--- config.mk ---
export PLATFORM = sky130hd
export DESIGN_NAME = ctu_edge_ctrl
export DESIGN_NICKNAME = d
export VERILOG_FILES = /design/src/hdl/ctu_edge_ctrl.v
export VERILOG_INCLUDE_DIRS = /design/src /design/src/hdl
export SDC_FILE = /design/constraint.sdc
export NUM_CORES = 1
export LEC_CHECK = 0
export BUFFER_PORTS_ARGS = -buffer_cell sky130_fd_sc_hd__clkbuf_2
export CORE_UTILIZATION = 40
export DETAILED_ROUTE_END_ITERATION = 12
export HOLD_SLACK_MARGIN = 0.06
export PLACE_DENSITY = 0.73
export SLEW_MARGIN = 5
export SYNTH_ARGS = -nofsm -noshare
export SYNTH_HDL_FRONTEND = slang
export SYNTH_SLANG_ARGS = --single-unit
--- constraint.sdc ---
create_clock -name core_clk -period 1.7 [get_ports core_clk]
set_input_delay 0.085 -clock core_clk [delete_from_list [all_inputs] [get_ports core_clk]]
set_output_delay 0.085 -clock core_clk [all_outputs]
set_load 0.02 [all_outputs]
--- src/hdl/ctu_defines.vh ---
// constants for the charge time edge control block
//
// Operation
// - unit_enable, control-high bit 7, turns the unit on or off; source_ground still acts while it is off.
// - stop_in_idle, bit 5, halts the unit while the device is idle.
// - delay_generation_enable, bit 4, switches edge-delay generation on or off.
// - edge_gate_enable, bit 3, passes edges when set, blocks all when clear.
// - edge_order_enable, bit 2, accepts edge two only after edge one.
// - source_ground, bit 1, ties the current source output to ground.
// - adc_trigger_enable, bit 0, allows or suppresses the converter trigger output.
// - control-high bit 6 is unimplemented and reads as zero.
// - each channel picks one of four level-sensitive sources: two pins, two compare triggers.
// - each channel has its own polarity select besides its source select.
// - the unit can issue a special event that starts a conversion.
// - in delay mode the charging node goes to a comparator that ends the delay.
// - edge flags (bit 0, bit 1) set on a detected response; software may set them.
// - current source is on only while exactly one edge flag is set.
// - interrupt flag sets when the source goes from on to off; enable gates it.
// - select 11 pin a, 10 pin b, 01 compare one, 00 compare two; polarity 1 positive.
`ifndef CTU_DEFINES_VH
`define CTU_DEFINES_VH

// ----------------------------------------------------------------
// register byte offsets
// ----------------------------------------------------------------
`define CTU_OFS_CTRL_HIGH   12'h000
`define CTU_OFS_CTRL_LOW    12'h004
`define CTU_OFS_IRQ_STATUS  12'h008
`define CTU_OFS_IRQ_CLEAR   12'h00C
`define CTU_OFS_IRQ_ENABLE  12'h010

// ----------------------------------------------------------------
// control-high fields
// ----------------------------------------------------------------
`define CTU_HI_UNIT_EN      7
`define CTU_HI_STOP_IDLE    5
`define CTU_HI_DELAY_GEN    4
`define CTU_HI_EDGE_GATE    3
`define CTU_HI_EDGE_ORDER   2
`define CTU_HI_SRC_GROUND   1
`define CTU_HI_ADC_TRIG     0
`define CTU_HI_IMPL_MASK    8'hBF
`define CTU_HI_RESET        8'h00

// ----------------------------------------------------------------
// control-low fields
// ----------------------------------------------------------------
`define CTU_LO_TWO_POL      7
`define CTU_LO_TWO_SEL_HI   6
`define CTU_LO_TWO_SEL_LO   5
`define CTU_LO_ONE_POL      4
`define CTU_LO_ONE_SEL_HI   3
`define CTU_LO_ONE_SEL_LO   2
`define CTU_LO_TWO_FLAG     1
`define CTU_LO_ONE_FLAG     0
`define CTU_LO_RESET        8'h00

// ----------------------------------------------------------------
// source select codes
// ----------------------------------------------------------------
`define CTU_SEL_PIN_A       2'h3
`define CTU_SEL_PIN_B       2'h2
`define CTU_SEL_CMP_ONE     2'h1
`define CTU_SEL_CMP_TWO     2'h0

// ----------------------------------------------------------------
// interrupt status bits
// ----------------------------------------------------------------
`define CTU_IRQ_SRC_OFF     0
`define CTU_IRQ_DELAY_END   1
`define CTU_IRQ_WIDTH       2
`define CTU_IRQ_RESET       2'h0

`endif

--- src/hdl/ctu_edge_ctrl.v ---
// charge time unit digital control: edge channels, flags, current gate, apb registers
`timescale 1ns/100ps
`default_nettype none
`include "ctu_defines.vh"

module ctu_edge_ctrl #(
    parameter ADDR_WIDTH = 12
) (
    // clock and reset
    input  wire                  core_clk,
    input  wire                  srst,
    // apb slave
    input  wire                  psel,
    input  wire                  penable,
    input  wire                  pwrite,
    input  wire [ADDR_WIDTH-1:0] paddr,
    input  wire [31:0]           pwdata,
    output wire                  pready,
    output wire                  pslverr,
    output reg  [31:0]           prdata,
    // edge sources
    input  wire                  edgePinA,
    input  wire                  edgePinB,
    input  wire                  cmpOneTrig,
    input  wire                  cmpTwoTrig,
    // device state and analog side
    input  wire                  idleMode,
    input  wire                  delayCmpOut,
    output reg                   currentSourceOn,
    output reg                   sourceGround,
    output reg                   chargeToComparator,
    output reg                   adcTrigger,
    output reg                   delayDone,
    output reg                   irq
);

    // ----------------------------------------------------------------
    // registers
    // ----------------------------------------------------------------
    reg  [7:0]                ctrlHigh_reg;
    reg  [7:0]                ctrlLow_reg;
    reg  [`CTU_IRQ_WIDTH-1:0] irqStatus_reg;
    reg  [`CTU_IRQ_WIDTH-1:0] irqEnable_reg;
    reg  [2:0]                pinASync_reg;
    reg  [2:0]                pinBSync_reg;
    reg  [2:0]                cmpSync_reg;
    reg                       pinA_reg;
    reg                       pinB_reg;
    reg                       cmpLevel_reg;
    reg                       cmpPrev_reg;
    reg                       srcOnPrev_reg;

    reg  [7:0]                ctrlLow_next;
    reg  [`CTU_IRQ_WIDTH-1:0] irqStatus_next;
    reg  [31:0]               readData;
    reg                       addrHit;

    wire       apbWrite  = psel & penable & pwrite;
    wire       apbSetup  = psel & ~penable;

    // ----------------------------------------------------------------
    // control decode
    // ----------------------------------------------------------------
    wire       unitEnable   = ctrlHigh_reg[`CTU_HI_UNIT_EN];
    wire       stopInIdle   = ctrlHigh_reg[`CTU_HI_STOP_IDLE];
    wire       delayGenEn   = ctrlHigh_reg[`CTU_HI_DELAY_GEN];
    wire       edgeGateEn   = ctrlHigh_reg[`CTU_HI_EDGE_GATE];
    wire       edgeOrderEn  = ctrlHigh_reg[`CTU_HI_EDGE_ORDER];
    wire       adcTrigEn    = ctrlHigh_reg[`CTU_HI_ADC_TRIG];
    wire       flagOne      = ctrlLow_reg[`CTU_LO_ONE_FLAG];
    wire       flagTwo      = ctrlLow_reg[`CTU_LO_TWO_FLAG];
    wire [1:0] oneSource    = ctrlLow_reg[`CTU_LO_ONE_SEL_HI:`CTU_LO_ONE_SEL_LO];
    wire [1:0] twoSource    = ctrlLow_reg[`CTU_LO_TWO_SEL_HI:`CTU_LO_TWO_SEL_LO];
    wire       onePolarity  = ctrlLow_reg[`CTU_LO_ONE_POL];
    wire       twoPolarity  = ctrlLow_reg[`CTU_LO_TWO_POL];

    // unit runs only when enabled and not parked by idle
    wire       unitRunning  = unitEnable & ~(stopInIdle & idleMode);

    // ----------------------------------------------------------------
    // pin synchronisers
    // ----------------------------------------------------------------
    always @(posedge core_clk) begin
        if (srst) begin
            pinASync_reg <= 3'h0;
            pinBSync_reg <= 3'h0;
            cmpSync_reg  <= 3'h0;
            pinA_reg     <= 1'b0;
            pinB_reg     <= 1'b0;
            cmpLevel_reg <= 1'b0;
        end else begin
            pinASync_reg <= {pinASync_reg[1:0], edgePinA};
            pinBSync_reg <= {pinBSync_reg[1:0], edgePinB};
            cmpSync_reg  <= {cmpSync_reg[1:0], delayCmpOut};
            if (pinASync_reg[1] == pinASync_reg[2]) begin
                pinA_reg <= pinASync_reg[2];
            end
            if (pinBSync_reg[1] == pinBSync_reg[2]) begin
                pinB_reg <= pinBSync_reg[2];
            end
            if (cmpSync_reg[1] == cmpSync_reg[2]) begin
                cmpLevel_reg <= cmpSync_reg[2];
            end
        end
    end

    // ----------------------------------------------------------------
    // edge channels
    // ----------------------------------------------------------------
    function srcPick;
        input [1:0] sel;
        input       pinA;
        input       pinB;
        input       cmpOne;
        input       cmpTwo;
        begin
            case (sel)
                `CTU_SEL_PIN_A:   srcPick = pinA;
                `CTU_SEL_PIN_B:   srcPick = pinB;
                `CTU_SEL_CMP_ONE: srcPick = cmpOne;
                default:          srcPick = cmpTwo;
            endcase
        end
    endfunction

    // level-sensitive: a channel responds while its level matches the polarity
    wire oneLevel = srcPick(oneSource, pinA_reg, pinB_reg, cmpOneTrig, cmpTwoTrig);
    wire twoLevel = srcPick(twoSource, pinA_reg, pinB_reg, cmpOneTrig, cmpTwoTrig);
    wire oneHit   = ~(oneLevel ^ onePolarity);
    wire twoHit   = ~(twoLevel ^ twoPolarity);

    wire edgesPass = unitRunning & edgeGateEn;
    wire oneSet    = edgesPass & oneHit;
    wire twoSet    = edgesPass & twoHit & (~edgeOrderEn | flagOne);

    // ----------------------------------------------------------------
    // edge flags in control-low
    // ----------------------------------------------------------------
    always @* begin
        ctrlLow_next = ctrlLow_reg;
        if (apbWrite && paddr == `CTU_OFS_CTRL_LOW) begin
            ctrlLow_next = pwdata[7:0];
        end
        // hardware set wins over a software clear in the same cycle
        ctrlLow_next[`CTU_LO_ONE_FLAG] = ctrlLow_next[`CTU_LO_ONE_FLAG] | oneSet;
        ctrlLow_next[`CTU_LO_TWO_FLAG] = ctrlLow_next[`CTU_LO_TWO_FLAG] | twoSet;
    end

    // current source gated by exactly one flag set
    wire srcOnNow  = unitRunning & (flagOne ^ flagTwo);
    wire srcOffEvt = srcOnPrev_reg & ~srcOnNow;
    wire delayEvt  = unitRunning & delayGenEn & cmpLevel_reg & ~cmpPrev_reg;

    // ----------------------------------------------------------------
    // interrupt status
    // ----------------------------------------------------------------
    always @* begin
        irqStatus_next = irqStatus_reg;
        if (apbWrite && paddr == `CTU_OFS_IRQ_CLEAR) begin
            irqStatus_next = irqStatus_reg & ~pwdata[`CTU_IRQ_WIDTH-1:0];
        end
        if (srcOffEvt) begin
            irqStatus_next[`CTU_IRQ_SRC_OFF] = 1'b1;
        end
        if (delayEvt) begin
            irqStatus_next[`CTU_IRQ_DELAY_END] = 1'b1;
        end
    end

    // ----------------------------------------------------------------
    // state and outputs
    // ----------------------------------------------------------------
    always @(posedge core_clk) begin
        if (srst) begin
            ctrlHigh_reg       <= `CTU_HI_RESET;
            ctrlLow_reg        <= `CTU_LO_RESET;
            irqStatus_reg      <= `CTU_IRQ_RESET;
            irqEnable_reg      <= `CTU_IRQ_RESET;
            srcOnPrev_reg      <= 1'b0;
            cmpPrev_reg        <= 1'b0;
            currentSourceOn    <= 1'b0;
            sourceGround       <= 1'b0;
            chargeToComparator <= 1'b0;
            adcTrigger         <= 1'b0;
            delayDone          <= 1'b0;
            irq                <= 1'b0;
        end else begin
            if (apbWrite && paddr == `CTU_OFS_CTRL_HIGH) begin
                ctrlHigh_reg <= pwdata[7:0] & `CTU_HI_IMPL_MASK;
            end
            if (apbWrite && paddr == `CTU_OFS_IRQ_ENABLE) begin
                irqEnable_reg <= pwdata[`CTU_IRQ_WIDTH-1:0];
            end
            ctrlLow_reg        <= ctrlLow_next;
            irqStatus_reg      <= irqStatus_next;
            srcOnPrev_reg      <= srcOnNow;
            cmpPrev_reg        <= cmpLevel_reg;
            currentSourceOn    <= srcOnNow;
            sourceGround       <= ctrlHigh_reg[`CTU_HI_SRC_GROUND];
            chargeToComparator <= unitRunning & delayGenEn;
            adcTrigger         <= srcOffEvt & adcTrigEn;
            delayDone          <= delayEvt;
            irq                <= |(irqStatus_next & irqEnable_reg);
        end
    end

    // ----------------------------------------------------------------
    // apb read path
    // ----------------------------------------------------------------
    always @* begin
        readData = 32'h0000_0000;
        addrHit  = 1'b1;
        if (paddr == `CTU_OFS_CTRL_HIGH) begin
            readData[7:0] = ctrlHigh_reg & `CTU_HI_IMPL_MASK;
        end else if (paddr == `CTU_OFS_CTRL_LOW) begin
            readData[7:0] = ctrlLow_reg;
        end else if (paddr == `CTU_OFS_IRQ_STATUS) begin
            readData[`CTU_IRQ_WIDTH-1:0] = irqStatus_reg;
        end else if (paddr == `CTU_OFS_IRQ_CLEAR) begin
            readData = 32'h0000_0000;
        end else if (paddr == `CTU_OFS_IRQ_ENABLE) begin
            readData[`CTU_IRQ_WIDTH-1:0] = irqEnable_reg;
        end else begin
            addrHit = 1'b0;
        end
    end

    // read data latched in the setup cycle so it stands flopped in the access cycle
    always @(posedge core_clk) begin
        if (srst) begin
            prdata <= 32'h0000_0000;
        end else if (apbSetup && !pwrite) begin
            prdata <= readData;
        end
    end

    assign pready  = 1'b1;
    assign pslverr = psel & penable & ~addrHit;

endmodule // ctu_edge_ctrl

`default_nettype wire

==> results.md <==
- Cell taking the most area after synthesis: dfxtp_1
- Power density over the cells: 754 mW/mm^2
- Clock latency on the worst-skew pair: 0.30 ns
- Num rows: 26
- RSZ-0062 raised after global routing: no
- Final ANT Viol Nets: 0
- Final Critical Period: 1.47 ns
- Clk slew on worst S/H paths: 0.09 ns
- Reg2reg path depth: 4
- First-pass GRT wire length: 8190 um
- Post-synth EDFFs: 0
- Drt first-iter violations: 153
- Crit path kind: reg -> reg
- Worst hold margin: 0.0742 ns
- Die width: 77.0 um
- Number of synthesized register bits: 46
- Vias per inst: 5.02
- Grt ovf: 0
- Post-route DRC: 0
- Lkg Pwr: 1.01 nW
- Largest net degree at the start of global routing: 29
- CP Capture Type: register
- Final period utilization: 86.6%
- Hold path endpoint: irqEnable_reg[0]
- Die H: 77.0 um
- Area grow syn2layout: 15.6%
- Startpoint types: register
- DR vias: 1,891
- Layout cells sized above 1: 22.8%
- GRT Total Usage: 17.4%
- PortBufs: 45
- Worst min path class: in -> reg
- Max IR drop VDD: 421 uV
- Root Driver: clkbuf_8
- CTS Hold Bufs: 10
- Ant diodes: 0
- Yosys top cell area share: 40.9%
- GPL Wtd Cong: 0.859
- # fillers: 530
- Sequential share of the synthesized area: 40.9%
- CP max FO: 3
- Starting Density: 42.7%
- Setup TNS: 0 ns
- Reg2reg end: ctrlLow_reg[1]
- Clock skew: 0.00463 ns
- Clk buf depth: 2
- Async SR Flop Fraction: 0%
- Total Wirelength: 4860 um
- Dominant synthesized flop cell: dfxtp_1
- Ports: 95
- PostCTS Resize Cnt: 0
- Distinct cells, synth: 47
- Core ar.: 0.00527 mm^2
- CP arrival: 1.63 ns
- Max cap viols: 0
- Avg Cell Area, Syn: 8.83 um^2
- Number of global-route vias before repair: 1,722
- FMAX: 0.679 GHz
- CTS tree: built
- Ranking of synthesized cells by area: dfxtp_1 41%, buf_4 8.7%, nand3_1 6.9%, a21oi_1 5.3%, nor2b_1 4.2%
- Post-Syn Instances: 255
- WP data required: 1.86 ns
- Drt first pass iters: 4
- Hold Crit Depth: 3
- Clock buffer count from CTS: 5
- Hold path start: pwdata[0]
- Wirelength per Cell: 12.9 um
- R2R setup slack: 0.23 ns
- Final hold vios: 0
- Die footprint: 0.00593 mm^2
- Fin nets: 361
- Initial antenna violation count: 0
- Setup Fix Bufs, Post-CTS: 0
- Status: finished, final reports clean
- Synthesized area: 0.00225 mm^2
- Fin. max-slew vios: 0
- Worst R2R Start: ctrlLow_reg[5]
- Final Setup Violations: 0
- Htree depth: 2
- Synth Warn #: 0
- HPWL Detailed: 3570 um
- Sink Count: 46
==> layout by cell type, fill, tap and decap left out, drive strengths merged, types with 3 or more instances in the layout <==
cell type / instances
dfxtp: 46
nand2: 12
a21o: 5
and2: 3
clkbuf: 50
nor3: 3
clkinv: 3
nor2b: 15
dlygate4sd3: 10
buf: 5
nor2: 9
a21oi: 24
o21ai: 19
o311ai: 3
o31ai: 3
inv: 6
nand3: 32
and3: 5
conb: 25
nand3b: 3
==> kinds of logic after synthesis <==
| kind of cell | count (synthesis) | share of synthesized area [%] |
|---|---|---|
| other | 2 | 0.334 |
| AO/OA/AOI/OAI | 65 | 17.9 |
| XOR/XNOR | 3 | 1.17 |
| buffers and inverters | 46 | 13.4 |
| flip-flops | 46 | 40.9 |
| multiplexers | 2 | 2.00 |
| AND/OR/NAND/NOR | 91 | 24.3 |
==> worst max-delay path by stage <==
stage | startpoint | end | slack, ns | cells after the start
floorplan | ctrlLow_reg[5] | ctrlLow_reg[1] | 0.38 | 4
global placement | paddr[4] | irq | 0.26 | 5
detailed placement | paddr[1] | ctrlLow_reg[1] | 0.22 | 6
CTS | ctrlLow_reg[5] | ctrlLow_reg[1] | 0.23 | 4
global route | ctrlLow_reg[5] | ctrlLow_reg[1] | 0.14 | 4
finish | ctrlLow_reg[5] | ctrlLow_reg[1] | 0.23 | 4
==> stage by stage <==
stage,std cells,power [mW],instance area [um^2],utilization (%),setup WS [ns]
5_1_grt,377,2.05,2600,49.4,0.136
4_1_cts,377,1.99,2600,49.4,0.226
6_report,377,1.96,2600,49.4,0.227
2_1_floorplan,278,1.27,2340,-,0.383
3_5_place_dp,359,1.29,2410,45.8,0.222
3_3_place_gp,359,1.29,2410,45.8,0.265
==> synthesized netlist by cell type, types with 4 or more instances <==
library cell and instances:
inv_1 6, buf_2 5, a21o_1 5, clkbuf_1 4, buf_4 26, nor2b_1 15, o21ai_0 16, nor2_1 9
nand3_1 31, a21oi_1 24, nand2_1 12, dfxtp_1 46
==> report_power, final <==
part           leakage (nW)  switching (mW)  internal (mW)  total [mW]
Sequential            0.372         0.00296           1.09        1.09
Combinational         0.592           0.131         0.0685       0.199
Clock                0.0441           0.385          0.289       0.674
Total                  1.01           0.518           1.44        1.96
==> critical path, cell delays in order (launching register included) <==
cell       delay [ns]
dfxtp_1          0.39
mux4_2           0.53
xnor2_1          0.15
o2111ai_1        0.10
o311ai_0         0.17
==> metal layers <==
metal,vias to the layer above,track usage (%),share of wire [%]
met2,70,28.9,47
met1,871,22.6,46
met4,0,3.40,0
li1,950,-,-
met5,-,0,0
met3,0,4.88,6.9
==> layout make-up <==
cell class | count | area, um^2 | share of cell area, %
flip-flops and latches | 46 | 921 | 35.4
inverters | 7 | 26.3 | 1.01
clock buffers | 5 | 68.8 | 2.64
multi-input cells | 186 | 1110 | 42.8
repair buffers | 60 | 363 | 13.9
clock inverters | 3 | 21.3 | 0.817
well taps | 70 | 87.6 | 3.37
Note: power is estimated with default switching activity, not from simulation.
